`config.mk`:
```
export PLATFORM = sky130hd
export DESIGN_NAME = rcss_seq
export DESIGN_NICKNAME = d
export VERILOG_FILES = /design/src/rcss_pkg.sv /design/src/rcss_timer_if.sv /design/src/rcss_timer.sv /design/src/rcss_seq.sv
export VERILOG_INCLUDE_DIRS = /design/src /design/src/src
export SDC_FILE = /design/constraint.sdc
export NUM_CORES = 1
export LEC_CHECK = 0
export ABC_CLOCK_PERIOD_IN_PS = 2200
export BUFFER_PORTS_ARGS = -buffer_cell sky130_fd_sc_hd__buf_2
export CAP_MARGIN = 5
export CORE_MARGIN = 3
export CORE_UTILIZATION = 45
export CTS_CLUSTER_SIZE = 20
export DETAILED_ROUTE_END_ITERATION = 16
export PLACE_DENSITY = 0.74
export SYNTH_ARGS = -nofsm -noshare
export SYNTH_HDL_FRONTEND = slang
export SYNTH_SLANG_ARGS = --single-unit
```
`constraint.sdc`:
```
create_clock -name clk -period 2.2 [get_ports clk]
set_input_delay 0.44 -clock clk [delete_from_list [all_inputs] [get_ports clk]]
set_output_delay 0.44 -clock clk [all_outputs]
set_load 0.01 [all_outputs]
```
`src/rcss_defines.svh`:
```
`ifndef RCSS_DEFINES_SVH
`define RCSS_DEFINES_SVH

// Clock period in ns
`define RCSS_CLK_PERIOD_NS  10
// Clock monitor delay when the power-up delay is zero, in us
`define RCSS_CMON_DELAY_US  100
// Clock monitor delay in cycles, rounded down (shortest time)
`define RCSS_CMON_CYCLES    ((`RCSS_CMON_DELAY_US * 1000) / `RCSS_CLK_PERIOD_NS)
// Default power-on delay, in cycles
`define RCSS_POR_CYCLES     200
// Default power-up timer delay, in cycles
`define RCSS_POWER_UP_DELAY_TIMER_CYCLES    6400
// Default oscillator settle count, in cycles
`define RCSS_OST_CYCLES     1024
// Counter width
`define RCSS_CNT_W          20
// Source select field width
`define RCSS_SRC_W          2
// Primary mode field width
`define RCSS_MODE_W         4
// Source select codes
`define RCSS_SRC_FRC        2'h0
`define RCSS_SRC_LOW_POWER_INTERNAL_RC_OSC       2'h1
`define RCSS_SRC_SEC        2'h2
`define RCSS_SRC_PRI        2'h3
// Primary mode codes: bit 2 groups crystal and PLL
`define RCSS_MODE_EC        4'h0
`define RCSS_MODE_EXTERNAL_RC_OSC     4'h1
`define RCSS_MODE_XTAL      4'h4
`define RCSS_MODE_XTAL_PLL  4'h5

`endif

```
`src/rcss_pkg.sv`:
```
package rcss_pkg;
  // Start-up sequencer states, one-hot
  typedef enum logic [4:0] {
    RCSS_HOLD   = 5'h01,
    RCSS_DELAY  = 5'h02,
    RCSS_OSCW   = 5'h04,
    RCSS_RUN    = 5'h08,
    RCSS_SLEEP  = 5'h10
  } rcss_state_t;

  // Selected clock source as seen by the sequencer
  typedef enum logic [1:0] {
    RCSS_CK_FAST = 2'h0,
    RCSS_CK_LOWP = 2'h1,
    RCSS_CK_SEC  = 2'h2,
    RCSS_CK_PRI  = 2'h3
  } rcss_clk_t;
endpackage

```
`src/rcss_timer_if.sv`:
```
`timescale 1ns/1ps
`default_nettype none
`include "rcss_defines.svh"
// Shared down-counter carrier between sequencer and timer
interface rcss_timer_if;
  logic                   load;   // Load count
  logic [`RCSS_CNT_W-1:0] count;  // Count to load
  logic                   done;   // Count expired
  modport owner (output load, output count, input done);
  modport timer (input load, input count, output done);
endinterface
`default_nettype wire

```
`src/rcss_timer.sv`:
```
`timescale 1ns/1ps
`default_nettype none
`include "rcss_defines.svh"
// Reloadable down counter; done is high while the count sits at zero and load is low
module rcss_timer (
  // Clock and reset
  input  wire logic      clk,
  input  wire logic      rst,
  // Control
  rcss_timer_if.timer    tif
);
  logic [`RCSS_CNT_W-1:0] cnt_r;  // Remaining cycles
  logic [`RCSS_CNT_W-1:0] cnt_nxt;

  // Load wins, else count down to zero
  assign cnt_nxt  = tif.load ? tif.count :
                    (cnt_r != '0) ? cnt_r - 1'b1 : cnt_r;
  assign tif.done = (cnt_r == '0) && !tif.load;

  // Counter register
  always_ff @(posedge clk) begin
    if (rst) begin
      cnt_r <= '0;
    end else begin
      cnt_r <= cnt_nxt;
    end
  end
endmodule
`default_nettype wire

```
`src/rcss_seq.sv`:
```
// How it works
// RULE_01: Reset takes clock source from configuration
// RULE_02: Monitor failure traps, falls back to fast RC
// RULE_03: No monitor, no power-up timer: fast exit
// RULE_04: RC and external clocks usable without wait
// RULE_05: Without monitor, core frozen until clock runs
// RULE_06: Brown-out reselects source from configuration fields
// RULE_07: Crystal brown-out starts settle timer, gates clock
// RULE_08: PLL use holds clock until lock
// RULE_09: Power-on and power-up delays run in parallel
// RULE_10: Zero power-up delay with crystal adds 100us
// RULE_11: Brown-out sets sticky status flag
// RULE_12: Brown-out detection active in Sleep, Idle
// RULE_13: Sleep exits on reset, watchdog, interrupt
// RULE_14: Idle keeps sources running, stops core clock
// RULE_15: Settle timer holds reset until crystal stable
// RULE_16: Power-up delay applies on power-up only
// RULE_17: Watchdog enabled by fuse or software, own RC
// RULE_18: Any reset request restarts whole sequence
`timescale 1ns/1ps
`default_nettype none
`include "rcss_defines.svh"
module rcss_seq #(
  parameter int unsigned POR_CYCLES  = `RCSS_POR_CYCLES,  // Power-on delay
  parameter int unsigned POWER_UP_DELAY_TIMER_CYCLES = `RCSS_POWER_UP_DELAY_TIMER_CYCLES, // Power-up timer delay
  parameter int unsigned OST_CYCLES  = `RCSS_OST_CYCLES   // Oscillator settle
) (
  // Clock and reset
  input  wire logic                    clk,
  input  wire logic                    rst,
  // Reset requests
  input  wire logic                    por_req,
  input  wire logic                    bor_req,
  input  wire logic                    ext_reset_req,
  input  wire logic                    bor_enable_cfg,
  // Configuration
  input  wire logic [`RCSS_SRC_W-1:0]  osc_source_select_cfg,
  input  wire logic [`RCSS_MODE_W-1:0] primary_osc_mode_cfg,
  input  wire logic                    fail_safe_clock_monitor_en,
  input  wire logic                    power_up_delay_timer_en,
  input  wire logic                    wdt_fuse_en,
  // Oscillator status
  input  wire logic                    osc_running,
  input  wire logic                    pll_locked,
  // Software controls
  input  wire logic                    sw_clk_switch,
  input  wire logic [`RCSS_SRC_W-1:0]  sw_clk_source,
  input  wire logic                    wdt_sw_en,
  input  wire logic                    bor_flag_clr,
  input  wire logic                    sleep_req,
  input  wire logic                    idle_req,
  // Wake sources
  input  wire logic                    wdt_wake,
  input  wire logic                    irq_wake,
  // Outputs
  output logic                         core_reset,
  output logic                         sys_clk_gate,
  output logic                         core_clk_gate,
  output logic                         osc_enable,
  output logic [`RCSS_SRC_W-1:0]       clk_source_sel,
  output logic                         clock_fail_trap,
  output logic                         brown_out_flag,
  output logic                         pll_lock_status,
  output logic                         wdt_enable,
  output logic                         wdt_osc_enable,
  output logic                         in_sleep,
  output logic                         in_idle
);
  // Timers: power-on/power-up delay and oscillator settle
  rcss_timer_if dly_if ();
  rcss_timer_if ost_if ();
  rcss_timer u_dly (.clk(clk), .rst(rst), .tif(dly_if));
  rcss_timer u_ost (.clk(clk), .rst(rst), .tif(ost_if));

  rcss_pkg::rcss_state_t       st_r, st_nxt;   // Sequencer state
  logic [`RCSS_SRC_W-1:0]      src_r, src_nxt; // Selected source
  logic                        trap_r;         // Clock failure trap
  logic                        bor_r;          // Brown-out status
  logic                        idle_r;         // Idle mode
  logic                        sysck_r;        // System clock gate
  logic                        lock_r;         // Lock status mirror
  logic                        wdt_r;          // Watchdog enable
  logic                        pwrup_r;        // Last reset was power-up

  // Returns true for crystal primary modes
  function automatic logic is_xtal(input logic [`RCSS_SRC_W-1:0] s,
                                   input logic [`RCSS_MODE_W-1:0] m);
    is_xtal = (s == `RCSS_SRC_PRI) &&
              ((m == `RCSS_MODE_XTAL) || (m == `RCSS_MODE_XTAL_PLL));
  endfunction

  // Returns true when PLL is in use
  function automatic logic uses_pll(input logic [`RCSS_SRC_W-1:0] s,
                                    input logic [`RCSS_MODE_W-1:0] m);
    uses_pll = (s == `RCSS_SRC_PRI) && (m == `RCSS_MODE_XTAL_PLL);
  endfunction

  // Brown-out only counts when detection is enabled, also in Sleep/Idle
  wire bor_hit   = bor_req && bor_enable_cfg;                   // [RULE_12]
  wire any_reset = por_req || bor_hit || ext_reset_req;         // [RULE_18]
  wire xtal_sel  = is_xtal(src_r, primary_osc_mode_cfg);
  wire pll_sel   = uses_pll(src_r, primary_osc_mode_cfg);
  // Clock is ready when running, settled and locked as needed
  wire clk_ready = osc_running && (!xtal_sel || ost_if.done)    // [RULE_15]
                   && (!pll_sel || pll_locked);                 // [RULE_08]
  // Delay timer loads in the request's own cycle, so read the request
  // itself there; the registered source and power-up copy lag a cycle
  wire pwrup_now = any_reset ? por_req : pwrup_r;
  wire cfg_xtal  = is_xtal(osc_source_select_cfg, primary_osc_mode_cfg);
  // Power-up delay count: only on power-up and when enabled
  wire use_power_up_delay_timer  = pwrup_now && power_up_delay_timer_en;        // [RULE_16]
  // Fast exit: no monitor and no power-up timer
  wire fast_exit = !fail_safe_clock_monitor_en && !power_up_delay_timer_en; // [RULE_03]
  // Longer of the two parallel delays, or power-on plus the monitor delay
  wire [`RCSS_CNT_W-1:0] dly_cnt =
      fast_exit ? `RCSS_CNT_W'(1) :
      use_power_up_delay_timer  ? ((POWER_UP_DELAY_TIMER_CYCLES > POR_CYCLES) ? `RCSS_CNT_W'(POWER_UP_DELAY_TIMER_CYCLES)
                                              : `RCSS_CNT_W'(POR_CYCLES)) :  // [RULE_09]
      cfg_xtal  ? `RCSS_CNT_W'(POR_CYCLES + `RCSS_CMON_CYCLES) :             // [RULE_10]
                  `RCSS_CNT_W'(POR_CYCLES);
  wire wake      = wdt_wake || irq_wake;                        // [RULE_13]

  // Timer loads: delay restarts on any reset request, settle timer only with a crystal configured
  assign dly_if.load  = any_reset;
  assign dly_if.count = dly_cnt;
  assign ost_if.load  = any_reset && cfg_xtal;                  // [RULE_07]
  assign ost_if.count = `RCSS_CNT_W'(OST_CYCLES);

  // Next state
  always_comb begin
    st_nxt = st_r;
    case (st_r)
      rcss_pkg::RCSS_HOLD:  st_nxt = rcss_pkg::RCSS_DELAY;
      rcss_pkg::RCSS_DELAY: begin
        if (dly_if.done) begin
          st_nxt = rcss_pkg::RCSS_OSCW;
        end
      end
      rcss_pkg::RCSS_OSCW: begin
        // Monitor traps instead of waiting; else freeze till clock
        if (fail_safe_clock_monitor_en || clk_ready) begin       // [RULE_05]
          st_nxt = rcss_pkg::RCSS_RUN;
        end
      end
      rcss_pkg::RCSS_RUN: begin
        if (sleep_req) begin
          st_nxt = rcss_pkg::RCSS_SLEEP;
        end
      end
      rcss_pkg::RCSS_SLEEP: begin
        if (wake) begin
          st_nxt = rcss_pkg::RCSS_RUN;                           // [RULE_13]
        end
      end
      default: st_nxt = rcss_pkg::RCSS_HOLD;
    endcase
    if (any_reset) begin
      st_nxt = rcss_pkg::RCSS_HOLD;                              // [RULE_18]
    end
  end

  // Trap when monitor sees a bad clock at end of the delays
  wire trap_nxt_set = fail_safe_clock_monitor_en && !clk_ready &&
                      (st_r == rcss_pkg::RCSS_OSCW);              // [RULE_02]

  // Source selection: configuration on reset, software afterwards
  assign src_nxt = any_reset ? osc_source_select_cfg :            // [RULE_01] [RULE_06]
                   (trap_nxt_set ? `RCSS_SRC_FRC :                // [RULE_02]
                   ((sw_clk_switch && st_r == rcss_pkg::RCSS_RUN) ? sw_clk_source : src_r));

  // Sequencer state and source
  always_ff @(posedge clk) begin
    if (rst) begin
      st_r  <= rcss_pkg::RCSS_HOLD;
      src_r <= `RCSS_SRC_FRC;
    end else begin
      st_r  <= st_nxt;
      src_r <= src_nxt;
    end
  end

  // Trap flag, sticky until the next reset
  always_ff @(posedge clk) begin
    if (rst || any_reset) begin
      trap_r <= 1'b0;
    end else if (trap_nxt_set) begin
      trap_r <= 1'b1;
    end
  end

  // Brown-out flag: set wins over software clear
  always_ff @(posedge clk) begin
    if (rst) begin
      bor_r <= 1'b0;
    end else if (bor_hit) begin
      bor_r <= 1'b1;                                             // [RULE_11]
    end else if (bor_flag_clr) begin
      bor_r <= 1'b0;
    end
  end

  // Remember whether the latest reset was a power-up
  always_ff @(posedge clk) begin
    if (rst) begin
      pwrup_r <= 1'b1;
    end else if (any_reset) begin
      pwrup_r <= por_req;                                        // [RULE_16]
    end
  end

  // Idle mode: core clock stopped, sources stay up
  always_ff @(posedge clk) begin
    if (rst || any_reset) begin
      idle_r <= 1'b0;
    end else if (idle_r && wake) begin
      idle_r <= 1'b0;
    end else if (idle_req && st_r == rcss_pkg::RCSS_RUN) begin
      idle_r <= 1'b1;                                            // [RULE_14]
    end
  end

  // System clock gate: off until ready, or forced on after trap to fast RC
  // Internal RC and external clocks need no settle wait
  always_ff @(posedge clk) begin
    if (rst || any_reset) begin
      sysck_r <= 1'b0;                                           // [RULE_07]
    end else if (st_r == rcss_pkg::RCSS_SLEEP) begin
      sysck_r <= 1'b0;
    end else begin
      sysck_r <= (src_r == `RCSS_SRC_FRC) || trap_r || clk_ready; // [RULE_04] [RULE_08]
    end
  end

  // Lock mirror and watchdog enable
  always_ff @(posedge clk) begin
    if (rst) begin
      lock_r <= 1'b0;
      wdt_r  <= 1'b0;
    end else begin
      lock_r <= pll_locked;
      wdt_r  <= wdt_fuse_en || wdt_sw_en;                        // [RULE_17]
    end
  end

  // Registered outputs
  always_ff @(posedge clk) begin
    if (rst) begin
      core_reset     <= 1'b1;
      core_clk_gate  <= 1'b0;
      osc_enable     <= 1'b0;
      clk_source_sel <= `RCSS_SRC_FRC;
      in_sleep       <= 1'b0;
      in_idle        <= 1'b0;
      wdt_osc_enable <= 1'b0;
    end else begin
      core_reset     <= (st_nxt != rcss_pkg::RCSS_RUN) &&
                        (st_nxt != rcss_pkg::RCSS_SLEEP);        // [RULE_09]
      core_clk_gate  <= (st_nxt == rcss_pkg::RCSS_RUN) && !idle_r; // [RULE_14]
      osc_enable     <= (st_nxt != rcss_pkg::RCSS_SLEEP);        // [RULE_14]
      clk_source_sel <= src_r;
      in_sleep       <= (st_nxt == rcss_pkg::RCSS_SLEEP);
      in_idle        <= idle_r;
      wdt_osc_enable <= wdt_fuse_en || wdt_sw_en;                // [RULE_17]
    end
  end

  assign sys_clk_gate    = sysck_r;
  assign clock_fail_trap = trap_r;
  assign brown_out_flag  = bor_r;
  assign pll_lock_status = lock_r;
  assign wdt_enable      = wdt_r;

  // Assertions
  property p_bor_flag;
    @(posedge clk) disable iff (rst) bor_hit |=> brown_out_flag;
  endproperty
  a_bor_flag: assert property (p_bor_flag) else $error("brown-out flag not set"); // [RULE_11]

  property p_reset_restart;
    @(posedge clk) disable iff (rst) any_reset |=> core_reset;
  endproperty
  a_reset_restart: assert property (p_reset_restart) else $error("reset not asserted"); // [RULE_18]

  property p_cfg_source;
    @(posedge clk) disable iff (rst)
      any_reset |=> src_r == $past(osc_source_select_cfg);
  endproperty
  a_cfg_source: assert property (p_cfg_source) else $error("source not from config"); // [RULE_01]

  property p_trap_frc;
    @(posedge clk) disable iff (rst)
      trap_nxt_set && !any_reset |=> clock_fail_trap && src_r == `RCSS_SRC_FRC;
  endproperty
  a_trap_frc: assert property (p_trap_frc) else $error("trap without fallback"); // [RULE_02]

  property p_pll_hold;
    @(posedge clk) disable iff (rst)
      pll_sel && !pll_locked && !trap_r && src_r != `RCSS_SRC_FRC && !any_reset
      |=> !sys_clk_gate;
  endproperty
  a_pll_hold: assert property (p_pll_hold) else $error("clock ran before lock"); // [RULE_08]

  property p_ost_hold;
    @(posedge clk) disable iff (rst)
      xtal_sel && !ost_if.done && !trap_r && !any_reset |=> !sys_clk_gate;
  endproperty
  a_ost_hold: assert property (p_ost_hold) else $error("clock ran before settle"); // [RULE_07]

  property p_freeze;
    @(posedge clk) disable iff (rst)
      st_r == rcss_pkg::RCSS_OSCW && !fail_safe_clock_monitor_en && !clk_ready
      && !any_reset |=> core_reset;
  endproperty
  a_freeze: assert property (p_freeze) else $error("core left frozen state"); // [RULE_05]

  property p_wake;
    @(posedge clk) disable iff (rst)
      st_r == rcss_pkg::RCSS_SLEEP && wake && !any_reset |=> !in_sleep;
  endproperty
  a_wake: assert property (p_wake) else $error("no wake from sleep"); // [RULE_13]

  property p_idle;
    @(posedge clk) disable iff (rst) in_idle |-> !core_clk_gate && osc_enable;
  endproperty
  a_idle: assert property (p_idle) else $error("idle gating wrong"); // [RULE_14]

  property p_wdt;
    @(posedge clk) disable iff (rst) wdt_fuse_en |=> wdt_enable && wdt_osc_enable;
  endproperty
  a_wdt: assert property (p_wdt) else $error("watchdog not enabled"); // [RULE_17]
endmodule
`default_nettype wire

```
Yosys cells after proc, flatten, opt, wreduce, memory -nomap -nowiden

Cells that the tools add are included.

Output and inout port bits: 13
Logic and storage cells: 101
Input bits: 26
Bits in registers: 61

$add $sub $neg: 2
Muxes and demuxes: 19
Reductions and logical operators: 49
Equality and inequality tests: 13

Operators by type and width:

| cell                                                                 | number |
|---|---|
| 14-bit two-way mux                                                   | 3 |
| 20-bit logical NOT                                                   | 2 |
| 20-bit two-way mux                                                   | 2 |
| 20-bit nonzero test                                                  | 2 |
| 20-bit by 1-bit subtractor with 20-bit output, second input constant | 2 |
| 5-bit two-way mux                                                    | 5 |
| 5-bit one-hot mux with 5 select lines                                | 1 |
| 11-bit two-way mux                                                   | 2 |
| 1-bit logical AND                                                    | 18 |
| 1-bit logical OR                                                     | 11 |
| 5-bit by 4-bit == test with 1-bit output, second input constant      | 2 |
| 5-bit == test, second input constant                                 | 2 |
| 4-bit by 3-bit == test with 1-bit output, second input constant      | 2 |
| 1-bit logical NOT                                                    | 8 |
| 2-bit two-way mux                                                    | 3 |
| 2-bit nonzero test                                                   | 3 |
| 2-bit OR reduction                                                   | 3 |
| 5-bit by 1-bit == test with 1-bit output, second input constant      | 1 |
| 5-bit by 2-bit == test with 1-bit output, second input constant      | 1 |
| 5-bit by 3-bit == test with 1-bit output, second input constant      | 1 |
| 5-bit by 4-bit != test with 1-bit output, second input constant      | 1 |
| 5-bit != test, second input constant                                 | 1 |
| 2-bit == test, second input constant                                 | 2 |
| 1-bit two-way mux                                                    | 3 |
| 2 further kinds                                                      | 2 |

Depth between registers and ports, before layout

Gate-level depths: netlist of the first run.

Word-level depth: 15
Mapped depth: 7
Depth with buffers taken out: 7

Hierarchy

Synthesis of the first run repeated with hierarchy kept, for this count alone.

Cell total of the unflattened synthesis: 432
Area total of the unflattened synthesis: 3427.0 um^2

By module, submodules not included:

| module             | cells an instance | sequential area each (um^2) | times used | area each (um^2) |
|---|---|---|---|---|
| rcss_timer (u_dly) | 158               | 400.4                       | 1          | 1216.2 |
| rcss_timer (u_ost) | 156               | 400.4                       | 1          | 1208.7 |
| rcss_seq           | 118               | 420.4                       | 1          | 1002.2 |

Least setup slack after synthesis of the first run

No wires, ideal clock.

Kind: register to register
Start: reg u_dly.cnt_r[0]
End: reg u_dly.cnt_r[13]
Path buffers: 0
Clock period less this slack: 1985 ps
Arrival time: 1867 ps
Library setup time: 119 ps
Data required time: 2081 ps
Cell stages (with the launch flop): 8
Setup slack: 215 ps
Path through: dfxtp_1 > inv_1 > ha_1 > or4b_1 > nor3_4 > nand3_1 > o21a_1 > o221a_2

Cells in the longest elaborated chain, start to end: 3
Elaborated cells on any way between the ends: 5
Classes of those cells: add/sub (1); mux (2); reduce/logical (2)

Ends and longest elaborated chain:

| element                                       | RTL line         | source |
|---|---|---|
| start: declaration                            | rcss_timer.sv:12 | `` logic [`RCSS_CNT_W-1:0] cnt_r; `` |
| start signal: assignment                      | rcss_timer.sv:25 | `cnt_r <= cnt_nxt;` |
| 20-bit by 1-bit subtractor with 20-bit output | rcss_timer.sv:17 | `(cnt_r != '0) ? cnt_r - 1'b1 : cnt_r;` |
| 20-bit two-way mux                            | rcss_timer.sv:17 |  |
| 20-bit two-way mux                            | rcss_timer.sv:16 | `assign cnt_nxt = tif.load ? tif.count :` |

Several ways; a longest one is shown, not always the timed one. The select of a mux whose other input is x is not followed.
A chain may end at the register's enable or synchronous reset.

Final worst setup path of the first run

Start: reg u_dly.cnt_r[5]
End: reg u_dly.cnt_r[7]

The elaborated chain is that of the path after synthesis.

==> report_table.html, run 1 <==
<table>
<tr><th>Metric</th><th>Value</th></tr>
<tr><th colspan="2">Worst setup path</th></tr>
<tr><td>Worst setup SP type</td><td>flip-flop</td></tr>
<tr><td>Kind of end point of the critical path</td><td>flip-flop</td></tr>
<tr><td>Max incr delay on CP</td><td>slightly above 0.6 ns</td></tr>
<tr><td>Signal arrival time at the worst endpoint</td><td>approximately 2.3 ns</td></tr>
<tr><td>Worst path cell trace</td><td>or4_1, nor4_4, nand2_2, a221o_1, a21oi_1</td></tr>
<tr><td>Largest fanout on the critical path</td><td>5</td></tr>
<tr><td>Slowest cell on the critical path</td><td>sky130_fd_sc_hd__or4_1</td></tr>
<tr><td>Required time at the worst-slack endpoint</td><td>2.47 ns</td></tr>
<tr><td>Start-to-end type of the worst setup path</td><td>reg2reg</td></tr>
<tr><th colspan="2">Clocking</th></tr>
<tr><td>Skew-Pair Late Insertion Delay</td><td>0.34 ns</td></tr>
<tr><td>TritonCTS clock tree</td><td>done</td></tr>
<tr><td>Post-cts gate resize count</td><td>0</td></tr>
<tr><td>Clock Tree Root</td><td>sky130_fd_sc_hd__clkbuf_8</td></tr>
<tr><td>Clk sink count</td><td>60</td></tr>
<tr><td>Number of setup buffers added after CTS</td><td>0</td></tr>
<tr><td># hold bufs at CTS</td><td>0</td></tr>
<tr><td>Number of buffers on the longest clock path</td><td>2</td></tr>
<tr><td>Number of buffers created by CTS</td><td>9</td></tr>
<tr><td>CTS H-Tree Depth</td><td>3</td></tr>
<tr><td>Clock-pin slew on the worst setup and hold paths</td><td>about 0.06 ns</td></tr>
<tr><th colspan="2">Job</th></tr>
<tr><td>Total of max-cap violations</td><td>0</td></tr>
<tr><th colspan="2">Global routing</th></tr>
<tr><td>Wire length of the first global-routing pass</td><td>between 10000 and 15000 um</td></tr>
<tr><td>Residual overflow from global routing</td><td>0</td></tr>
<tr><td>Pin count of the biggest net entering global routing</td><td>19</td></tr>
<tr><td>Total routing resource utilization after global routing</td><td>0.1903</td></tr>
<tr><td>Number of antenna violations at the first check in global routing</td><td>1</td></tr>
<tr><td>Vias in the first global route</td><td>around 2.5k</td></tr>
<tr><th colspan="2">STA</th></tr>
<tr><td>Number of hold-slack violations in the final timing report</td><td>0</td></tr>
<tr><td>Setup repair after global routing missed its margin</td><td>false</td></tr>
<tr><td>Slew headroom</td><td>0.6814</td></tr>
<tr><td>Slew at the pin closest to its max-slew limit</td><td>around 0.47 ns</td></tr>
<tr><td>Clock skew</td><td>~0.012 ns</td></tr>
<tr><td>Fmax</td><td>490.1 MHz</td></tr>
<tr><td>Final setup violating endpoints</td><td>0</td></tr>
<tr><td>Post-route minimum period</td><td>2.040 ns</td></tr>
<tr><td>Slew Viols, Final</td><td>0</td></tr>
<tr><td>Share of the cycle needed by the critical path after routing</td><td>0.9274</td></tr>
<tr><td>Sum of negative setup slack</td><td>0 ns</td></tr>
<tr><th colspan="2">Layout</th></tr>
<tr><td>Non-filler instance count after layout</td><td>between 400 and 500</td></tr>
<tr><td>Net count reported at finish</td><td>429</td></tr>
<tr><td>Filler Cell Count</td><td>around 580</td></tr>
<tr><td>Fraction of final layout cells sized beyond drive strength 1</td><td>0.2153</td></tr>
<tr><td># diodes</td><td>0</td></tr>
<tr><td>Area grow syn2layout</td><td>19.63%</td></tr>
<tr><th colspan="2">Placement</th></tr>
<tr><td>Number of buffers inserted by port buffering</td><td>38</td></tr>
<tr><td>Cells after DPL</td><td>between 400 and 500</td></tr>
<tr><td>HPWL reported at the end of detailed placement</td><td>between 5000 and 6000 um</td></tr>
<tr><td>Last weighted congestion value of the routability-driven placer</td><td>~0.87</td></tr>
<tr><th colspan="2">Route</th></tr>
<tr><td>Residual DRC count</td><td>0</td></tr>
<tr><td>Routed Wire Length</td><td>slightly above 7000 um</td></tr>
<tr><td>Via-to-Cell Ratio</td><td>approximately 5.6</td></tr>
<tr><td>Drt pass-1 iters</td><td>4</td></tr>
<tr><td>Number of vias in the routed layout</td><td>roughly 2.7k</td></tr>
<tr><td>Average routed wire per standard cell</td><td>between 10 and 15 um</td></tr>
<tr><td>Number of DRC markers in iteration 0</td><td>153</td></tr>
<tr><td>Remaining antenna violation count after routing</td><td>0</td></tr>
<tr><th colspan="2">Floorplanning</th></tr>
<tr><td>Height of the die</td><td>87.33 um</td></tr>
<tr><td># IOs</td><td>39</td></tr>
<tr><td>Effective utilization at floorplan</td><td>0.4661</td></tr>
<tr><td>Die footprint</td><td>about 7600 um^2</td></tr>
<tr><td>Chip width</td><td>a little under 90 um</td></tr>
<tr><td>Placeable core region</td><td>6386 um^2</td></tr>
<tr><td>Row count</td><td>29</td></tr>
<tr><th colspan="2">Synthesis</th></tr>
<tr><td>Area contributors post-synth</td><td>sky130_fd_sc_hd__dfxtp_1 (40%), sky130_fd_sc_hd__nor2_1 (6.4%), sky130_fd_sc_hd__xnor2_1 (4.7%)</td></tr>
<tr><td>Cells after synthesis</td><td>about 340</td></tr>
<tr><td>Number of enable flip-flop cells after synthesis</td><td>0</td></tr>
<tr><td>Post-synthesis cell type with the largest combined area</td><td>sky130_fd_sc_hd__dfxtp_1</td></tr>
<tr><td>Post-synth net total</td><td>about 370</td></tr>
<tr><td>Fraction of synthesis flops using an asynchronous set or reset pin</td><td>0</td></tr>
<tr><td>Fraction of the yosys area taken by sequential cells</td><td>0.4035</td></tr>
<tr><td>Area share of the largest cell type after synthesis</td><td>0.4035</td></tr>
<tr><td>Most used flip-flop cell after synthesis</td><td>sky130_fd_sc_hd__dfxtp_1</td></tr>
<tr><td>Library cell with the highest instance count after synthesis</td><td>sky130_fd_sc_hd__dfxtp_1</td></tr>
<tr><td>Number of storage elements in the synthesis netlist</td><td>60</td></tr>
<tr><td>Synth warnings</td><td>0</td></tr>
<tr><td>Number of distinct standard cells referenced by the synthesized netlist</td><td>58</td></tr>
<tr><td>Commonest cells post-synth</td><td>sky130_fd_sc_hd__dfxtp_1 (60), sky130_fd_sc_hd__nor2_1 (51), sky130_fd_sc_hd__a21oi_1 (21), sky130_fd_sc_hd__nand2_1 (17), sky130_fd_sc_hd__nor3_1 (17)</td></tr>
<tr><td>Post-synthesis average cell area</td><td>slightly below 9 um^2</td></tr>
<tr><td>Cell area after synthesis</td><td>2977 um^2</td></tr>
<tr><th colspan="2">Power</th></tr>
<tr><td>Leakage power</td><td>about 0.0014 uW</td></tr>
<tr><td>VDD IR max</td><td>0.7241 mV</td></tr>
<tr><td>Power density over cell area</td><td>between 1000 and 1500 nW/um^2</td></tr>
<tr><th colspan="2">Min path</th></tr>
<tr><td>Tightest Hold Check Type</td><td>in2reg</td></tr>
<tr><th colspan="2">Status</th></tr>
<tr><td>Outcome</td><td>completed</td></tr>
</table>
-- path summary, 6_finish.rpt --
| kind | from | to | slack, ns | cells past startpoint |
|---|---|---|---|---|
| hold / removal | pll_locked | pll_lock_status | 0.32 | 2 |
| hold reg to reg | idle_r | core_clk_gate | 0.47 | 1 |
| setup / recovery | u_dly.cnt_r[5] | u_dly.cnt_r[7] | 0.16 | 5 |
| setup reg to reg | u_dly.cnt_r[5] | u_dly.cnt_r[7] | 0.16 | 5 |
-- critical path: cells and delay by family, from the launching register on --
family,cells,cell delay (ns)
AO/OA/AOI/OAI,2,0.50
AND/OR/NAND/NOR,3,1.10
flip-flops,1,0.38
-- flip-flops by register name (all words and copies together), names as in the netlist --
name             cells
u_dly.cnt_r         20
u_ost.cnt_r         20
st_r                 5
clk_source_sel       2
src_r                2
brown_out_flag       1
clock_fail_trap      1
core_clk_gate        1
core_reset           1
idle_r               1
in_idle              1
in_sleep             1
osc_enable           1
pll_lock_status      1
sys_clk_gate         1
wdt_osc_enable       1
-- where the power goes --
part           switching, uW  total, uW  leakage, uW  internal [uW]
sequential               142       1370     0.000491           1230
clock                    432       1010     0.000102            581
combinational            791       1400     0.000839            607
total                   1370       3790      0.00143           2420
-- through the flow --
stage / power [uW] / utilization / setup WS (ns) / hold slack [ns] / cell area [um^2]
2_1_floorplan: 2420 / - / 0.2145 / 0.4287 / 2977
3_3_place_gp: 2711 / 0.5214 / 0.1879 / 0.4526 / 3329
3_5_place_dp: 2738 / 0.5214 / 0.1005 / 0.4609 / 3329
4_1_cts: 3771 / 0.5531 / 0.09124 / 0.3063 / 3532
5_1_grt: 4044 / 0.5576 / 0.01865 / 0.3227 / 3561
6_report: 3785 / 0.5576 / 0.1598 / 0.3209 / 3561
-- metal layers --
metal | wire (um) | share of wire | track usage
met2 | 3370 | 0.48 | 0.2959
met1 | 3223 | 0.46 | 0.2433
met4 | 126 | 0.018 | 0.06695
met5 | 7 | 0.00099 | 0
met3 | 315 | 0.045 | 0.06717
-- cell type report --
class	instances	area, um^2	area share
Multi-Input combinational cell	261	1705	0.4789
Sequential cell	60	1201	0.3373
Timing Repair Buffer	53	302.8	0.08503
Clock buffer	12	155.1	0.04357
Tap cell	77	96.34	0.02706
Inverter	14	52.55	0.01476
Clock inverter	4	47.55	0.01335
-- placed cells by master (no fill, tap or decap), types with 3 or more instances in the layout --
master	synthesis	routed
sky130_fd_sc_hd__inv_1	14	14
sky130_fd_sc_hd__nor2b_1	5	5
sky130_fd_sc_hd__or2_2	5	5
sky130_fd_sc_hd__xor2_1	11	11
sky130_fd_sc_hd__o21ai_0	10	10
sky130_fd_sc_hd__nand2_1	17	16
sky130_fd_sc_hd__nor3b_1	5	5
sky130_fd_sc_hd__a211oi_1	4	4
sky130_fd_sc_hd__o31ai_1	4	4
sky130_fd_sc_hd__or4_1	6	6
sky130_fd_sc_hd__o211ai_1	10	10
sky130_fd_sc_hd__o311ai_0	3	3
sky130_fd_sc_hd__or3_1	6	6
sky130_fd_sc_hd__nor3_1	17	17
sky130_fd_sc_hd__nand3b_1	3	3
sky130_fd_sc_hd__ha_1	4	4
sky130_fd_sc_hd__nor4_1	6	4
sky130_fd_sc_hd__a21oi_1	21	21
sky130_fd_sc_hd__nand3_1	5	4
sky130_fd_sc_hd__o21a_1	4	4
sky130_fd_sc_hd__nand2b_1	5	5
sky130_fd_sc_hd__buf_2	1	38
sky130_fd_sc_hd__dfxtp_1	60	60
sky130_fd_sc_hd__xnor2_1	16	16
sky130_fd_sc_hd__nand4_1	7	7
sky130_fd_sc_hd__nor2_1	51	51
sky130_fd_sc_hd__buf_4	1	15
sky130_fd_sc_hd__o41ai_1	4	4
sky130_fd_sc_hd__clkbuf_8	0	11
-- kinds of logic (layout without fill, tap and decap cells) --
logic type                 after synthesis  after routing  share of synthesized area
xor gates and xnor gates                27             27                    0.07944
buffers and inverters                   23             83                    0.03321
and+or+nand+nor                        150            150                     0.2749
AOI/OAI and AO/OA                       78             78                     0.1854
muxes                                    2              2                   0.006726
DFF                                     60             60                     0.4035
adders and majority gates                4              4                    0.01681
(Power assumes the default switching activity.)
==> run 2, diff against run 1 <==
--- a/config.mk
+++ b/config.mk
@@ -6,14 +6,15 @@
 export SDC_FILE = /design/constraint.sdc
 export NUM_CORES = 1
 export LEC_CHECK = 0
-export ABC_CLOCK_PERIOD_IN_PS = 2200
+export ABC_CLOCK_PERIOD_IN_PS = 2100
 export BUFFER_PORTS_ARGS = -buffer_cell sky130_fd_sc_hd__buf_2
 export CAP_MARGIN = 5
 export CORE_MARGIN = 3
-export CORE_UTILIZATION = 45
+export CORE_UTILIZATION = 55
 export CTS_CLUSTER_SIZE = 20
 export DETAILED_ROUTE_END_ITERATION = 16
-export PLACE_DENSITY = 0.74
+export GPL_TIMING_DRIVEN = 0
+export PLACE_DENSITY = 0.86
 export SYNTH_ARGS = -nofsm -noshare
 export SYNTH_HDL_FRONTEND = slang
 export SYNTH_SLANG_ARGS = --single-unit
==> constraint.sdc (replaced) <==
create_clock -name clk -period 2.1 [get_ports clk]
set_input_delay 0.42 -clock clk [delete_from_list [all_inputs] [get_ports clk]]
set_output_delay 0.42 -clock clk [all_outputs]
set_load 0.01 [all_outputs]
==> run 2 against run 1 <==
  * Global-route usage rose by 4.2 points
  * Die area fell by 17%
  * Clock power rose by 13%
  * Fmax fell by 0.20%
  * Clock skew rose by 0.0018 ns
  * Core utilization rose by 14 points
  * Sequential share of layout area fell by 0.39 points
  * Via count rose by 7.2%
  * Combinational power rose by 9%
  * Highest routed layer is now met4
  * Worst hold slack got worse by 0.043 ns
  * Register-to-register slack got worse by 0.10 ns
==> report_table.html, run 2 (synthesis results as in run 1) <==
<table>
<tr><th>Metric</th><th>Value</th></tr>
<tr><th colspan="2">Route</th></tr>
<tr><td>Average routed wire per standard cell</td><td>15.63 um (+6.7%)</td></tr>
<tr><td>Detailed-routed wire length on met3</td><td>462 um (+47%)</td></tr>
<tr><td>Residual DRC count</td><td>0 (unchanged)</td></tr>
<tr><td>Wire length on met1</td><td>3097 um (-3.9%)</td></tr>
<tr><td>Remaining antenna violation count after routing</td><td>0 (unchanged)</td></tr>
<tr><td>Routed Wire Length</td><td>7439 um (+5.6%)</td></tr>
<tr><td>Uppermost routed layer</td><td>met4</td></tr>
<tr><td>Number of vias in the routed layout</td><td>2891 (+7.2%)</td></tr>
<tr><td>Number of DRC markers in iteration 0</td><td>241 (+58%)</td></tr>
<tr><td>Via-to-Cell Ratio</td><td>6.074 (+8.4%)</td></tr>
<tr><td>Drt pass-1 iters</td><td>5 (+1)</td></tr>
<tr><td>Sum of met2 wire segment lengths after detailed routing</td><td>3753 um (+11%)</td></tr>
<tr><th colspan="2">STA</th></tr>
<tr><td>Fmax</td><td>489.1 MHz (-0.20%)</td></tr>
<tr><td>Final setup violating endpoints</td><td>0 (unchanged)</td></tr>
<tr><td>Sum of negative setup slack</td><td>0 ns (unchanged)</td></tr>
<tr><td>Post-route minimum period</td><td>2.044 ns (+0.004148 ns)</td></tr>
<tr><td>Number of hold-slack violations in the final timing report</td><td>0 (unchanged)</td></tr>
<tr><td>Clock skew</td><td>0.01362 ns (+0.001793 ns)</td></tr>
<tr><td>Slew at the pin closest to its max-slew limit</td><td>0.8238 ns (+0.3522 ns)</td></tr>
<tr><td>Slew Viols, Final</td><td>0 (unchanged)</td></tr>
<tr><td>Setup repair after global routing missed its margin</td><td>true</td></tr>
<tr><td>Slew headroom</td><td>0.4366 (-0.2449)</td></tr>
<tr><td>Share of the cycle needed by the critical path after routing</td><td>0.9735 (+0.04614)</td></tr>
<tr><td>Post-route setup slack</td><td>0.05560 ns (-0.1041 ns)</td></tr>
<tr><th colspan="2">Power</th></tr>
<tr><td>Leakage power</td><td>0.001440 uW (+0.54%)</td></tr>
<tr><td>Comb power frac</td><td>0.369 (about the same)</td></tr>
<tr><td>Power density over cell area</td><td>1144 nW/um^2 (+7.6%)</td></tr>
<tr><td>Proportion of power drawn by the clock network</td><td>0.276 (+0.008)</td></tr>
<tr><td>Total Power Consumption</td><td>4137 uW (+9.3%)</td></tr>
<tr><td>Internal power</td><td>2655 uW (+9.7%)</td></tr>
<tr><td>Power spent charging and discharging nets</td><td>1483 uW (+8.6%)</td></tr>
<tr><td>VDD IR max</td><td>0.8702 mV (+20%)</td></tr>
<tr><td>Sequential cell fraction of total power</td><td>0.355 (-0.008)</td></tr>
<tr><td>Switching share of total power</td><td>0.3584 (-0.002354)</td></tr>
<tr><th colspan="2">Floorplanning</th></tr>
<tr><td>Chip width</td><td>79.57 um (-8.9%)</td></tr>
<tr><td># IOs</td><td>39 (unchanged)</td></tr>
<tr><td>Die footprint</td><td>6331 um^2 (-17%)</td></tr>
<tr><td>Height of the die</td><td>79.57 um (-8.9%)</td></tr>
<tr><td>Effective utilization at floorplan</td><td>0.5755 (+0.1094)</td></tr>
<tr><td>Placeable core region</td><td>5172 um^2 (-19%)</td></tr>
<tr><td>Row count</td><td>26 (-10%)</td></tr>
<tr><th colspan="2">Worst setup path</th></tr>
<tr><td>Combined buffer and inverter count along the critical path</td><td>0 (unchanged)</td></tr>
<tr><td>Signal arrival time at the worst endpoint</td><td>2.26 ns (-0.05 ns)</td></tr>
<tr><td>Max incr delay on CP</td><td>0.56 ns (-0.06 ns)</td></tr>
<tr><td>Worst setup SP type</td><td>flip-flop</td></tr>
<tr><td>Worst path cell trace</td><td>or4_4, or4_4, o211ai_1, xor2_1, nor2_1</td></tr>
<tr><td>Required time at the worst-slack endpoint</td><td>2.32 ns (-0.15 ns)</td></tr>
<tr><td>Start-to-end type of the worst setup path</td><td>reg2reg</td></tr>
<tr><td>Largest fanout on the critical path</td><td>10 (+5)</td></tr>
<tr><td>Kind of cell adding the most delay to the critical path</td><td>simple AND/OR/NAND/NOR gates</td></tr>
<tr><td>Kind of end point of the critical path</td><td>flip-flop</td></tr>
<tr><td>Most used cell along the critical path</td><td>sky130_fd_sc_hd__or4_4</td></tr>
<tr><td>Slowest cell on the critical path</td><td>sky130_fd_sc_hd__or4_4</td></tr>
<tr><th colspan="2">Global routing</th></tr>
<tr><td>Number of antenna violations at the first check in global routing</td><td>0 (-1)</td></tr>
<tr><td>Total routing resource utilization after global routing</td><td>0.2320 (+0.04172)</td></tr>
<tr><td>Wire length of the first global-routing pass</td><td>11630 um (+0.35%)</td></tr>
<tr><td>Residual overflow from global routing</td><td>0 (unchanged)</td></tr>
<tr><td>Vias in the first global route</td><td>2588 (+2.6%)</td></tr>
<tr><td>Pin count of the biggest net entering global routing</td><td>11 (-8)</td></tr>
<tr><th colspan="2">Layout</th></tr>
<tr><td>Highest-count cells in the layout ignoring fill and taps</td><td>sky130_fd_sc_hd__dfxtp_1 (58), sky130_fd_sc_hd__nor2_1 (51), sky130_fd_sc_hd__buf_2 (39), sky130_fd_sc_hd__a21oi_1 (21)</td></tr>
<tr><td>Final cell area excluding filler cells</td><td>3617 um^2 (+1.6%)</td></tr>
<tr><td>Largest registers</td><td>u_dly.cnt_r (20), u_ost.cnt_r (20), st_r (5)</td></tr>
<tr><td>Non-filler instance count after layout</td><td>476 (-1.0%)</td></tr>
<tr><td>Area grow syn2layout</td><td>21.52%</td></tr>
<tr><td>Fraction of final layout cells sized beyond drive strength 1</td><td>0.2266 (+0.01125)</td></tr>
<tr><td># diodes</td><td>0 (unchanged)</td></tr>
<tr><td>Net count reported at finish</td><td>431 (+0.47%)</td></tr>
<tr><td>Most common cell after layout, fill and taps aside</td><td>sky130_fd_sc_hd__dfxtp_1</td></tr>
<tr><th colspan="2">Placement</th></tr>
<tr><td>Last weighted congestion value of the routability-driven placer</td><td>0.9047 (+3.9%)</td></tr>
<tr><td>Cells after DPL</td><td>452 (-2.8%)</td></tr>
<tr><td>Placement Setup Slack</td><td>-0.3137 ns (-0.4142 ns)</td></tr>
<tr><td>Post-placement cell area</td><td>3254 um^2 (-2.3%)</td></tr>
<tr><td>HPWL reported at the end of detailed placement</td><td>4853 um (-5.4%)</td></tr>
<tr><td>Number of buffers inserted by port buffering</td><td>38 (unchanged)</td></tr>
<tr><th colspan="2">Clocking</th></tr>
<tr><td>Clock Tree Root</td><td>sky130_fd_sc_hd__clkbuf_8</td></tr>
<tr><td># hold bufs at CTS</td><td>0 (unchanged)</td></tr>
<tr><td>Skew-Pair Late Insertion Delay</td><td>0.35 ns (about the same)</td></tr>
<tr><td>Number of buffers created by CTS</td><td>9 (unchanged)</td></tr>
<tr><td>CTS H-Tree Depth</td><td>3 (unchanged)</td></tr>
<tr><td>Number of buffers on the longest clock path</td><td>2 (unchanged)</td></tr>
<tr><td>Clock-pin slew on the worst setup and hold paths</td><td>0.06 ns (about the same)</td></tr>
<tr><td>TritonCTS clock tree</td><td>done</td></tr>
<tr><td>Clk sink count</td><td>60 (unchanged)</td></tr>
<tr><th colspan="2">Min path</th></tr>
<tr><td>Tightest Hold Check Type</td><td>in2reg</td></tr>
<tr><th colspan="2">Job</th></tr>
<tr><td>Total of max-cap violations</td><td>0 (unchanged)</td></tr>
<tr><th colspan="2">Status</th></tr>
<tr><td>Outcome</td><td>completed</td></tr>
</table>
run 2: final timing paths:
path                     endpoint  cells after the start  slack [ns]           start
hold reg to reg     core_clk_gate                      1        0.46          idle_r
hold / removal     wdt_osc_enable                      3        0.28     wdt_fuse_en
setup / recovery  u_ost.cnt_r[11]                      5        0.06  u_ost.cnt_r[3]
setup reg to reg  u_ost.cnt_r[11]                      5        0.06  u_ost.cnt_r[3]
run 2: through the flow:
step | utilization | hold WS (ns)
after floorplan | - | 0.4287
final | 0.6993 | 0.2784
after global placement | 0.6292 | 0.4431
after global routing | 0.6993 | 0.2844
after detailed placement | 0.6292 | 0.4475
after CTS | 0.6812 | 0.2737
run 2: power groups by stage:
stage	registers (uW)	clock network, uW	logic, uW
global placement	1450	0	1330
detailed placement	1450	0	1370
floorplan	1430	0	1110
CTS	1440	1150	1430
global route	1490	1210	1700
finish	1470	1140	1530
run 2: repair_timing:
action / CTS / global route
pin swaps: 5 / 8
buffers inserted: 3 / 6
setup endpoints to repair: 24 / 29
resized for setup: 6 / 13
run 2: area by class of cell:
type	count	area, um^2
multi-input combinational	261	1762
timing repair buffer	47	257.7
tap	70	87.58
buffer	8	35.03
clock buffer	11	141.4
inverter	14	52.55
clock inverter	5	75.07
fill	403	1555
sequential	60	1206
run 2: tightest hold or removal path: stages:
cell and delay [ns]:
sky130_fd_sc_hd__buf_2 0.08, sky130_fd_sc_hd__nor2_1 0.03, sky130_fd_sc_hd__nor2_1 0.06
run 2: routing by layer:
| metal | up-vias | GRT usage |
|---|---|---|
| met5 | - | 0 |
| met2 | 107 | 0.3865 |
| met4 | 0 | 0.1100 |
| li1 | 1384 | - |
| met1 | 1387 | 0.2807 |
| met3 | 13 | 0.05418 |
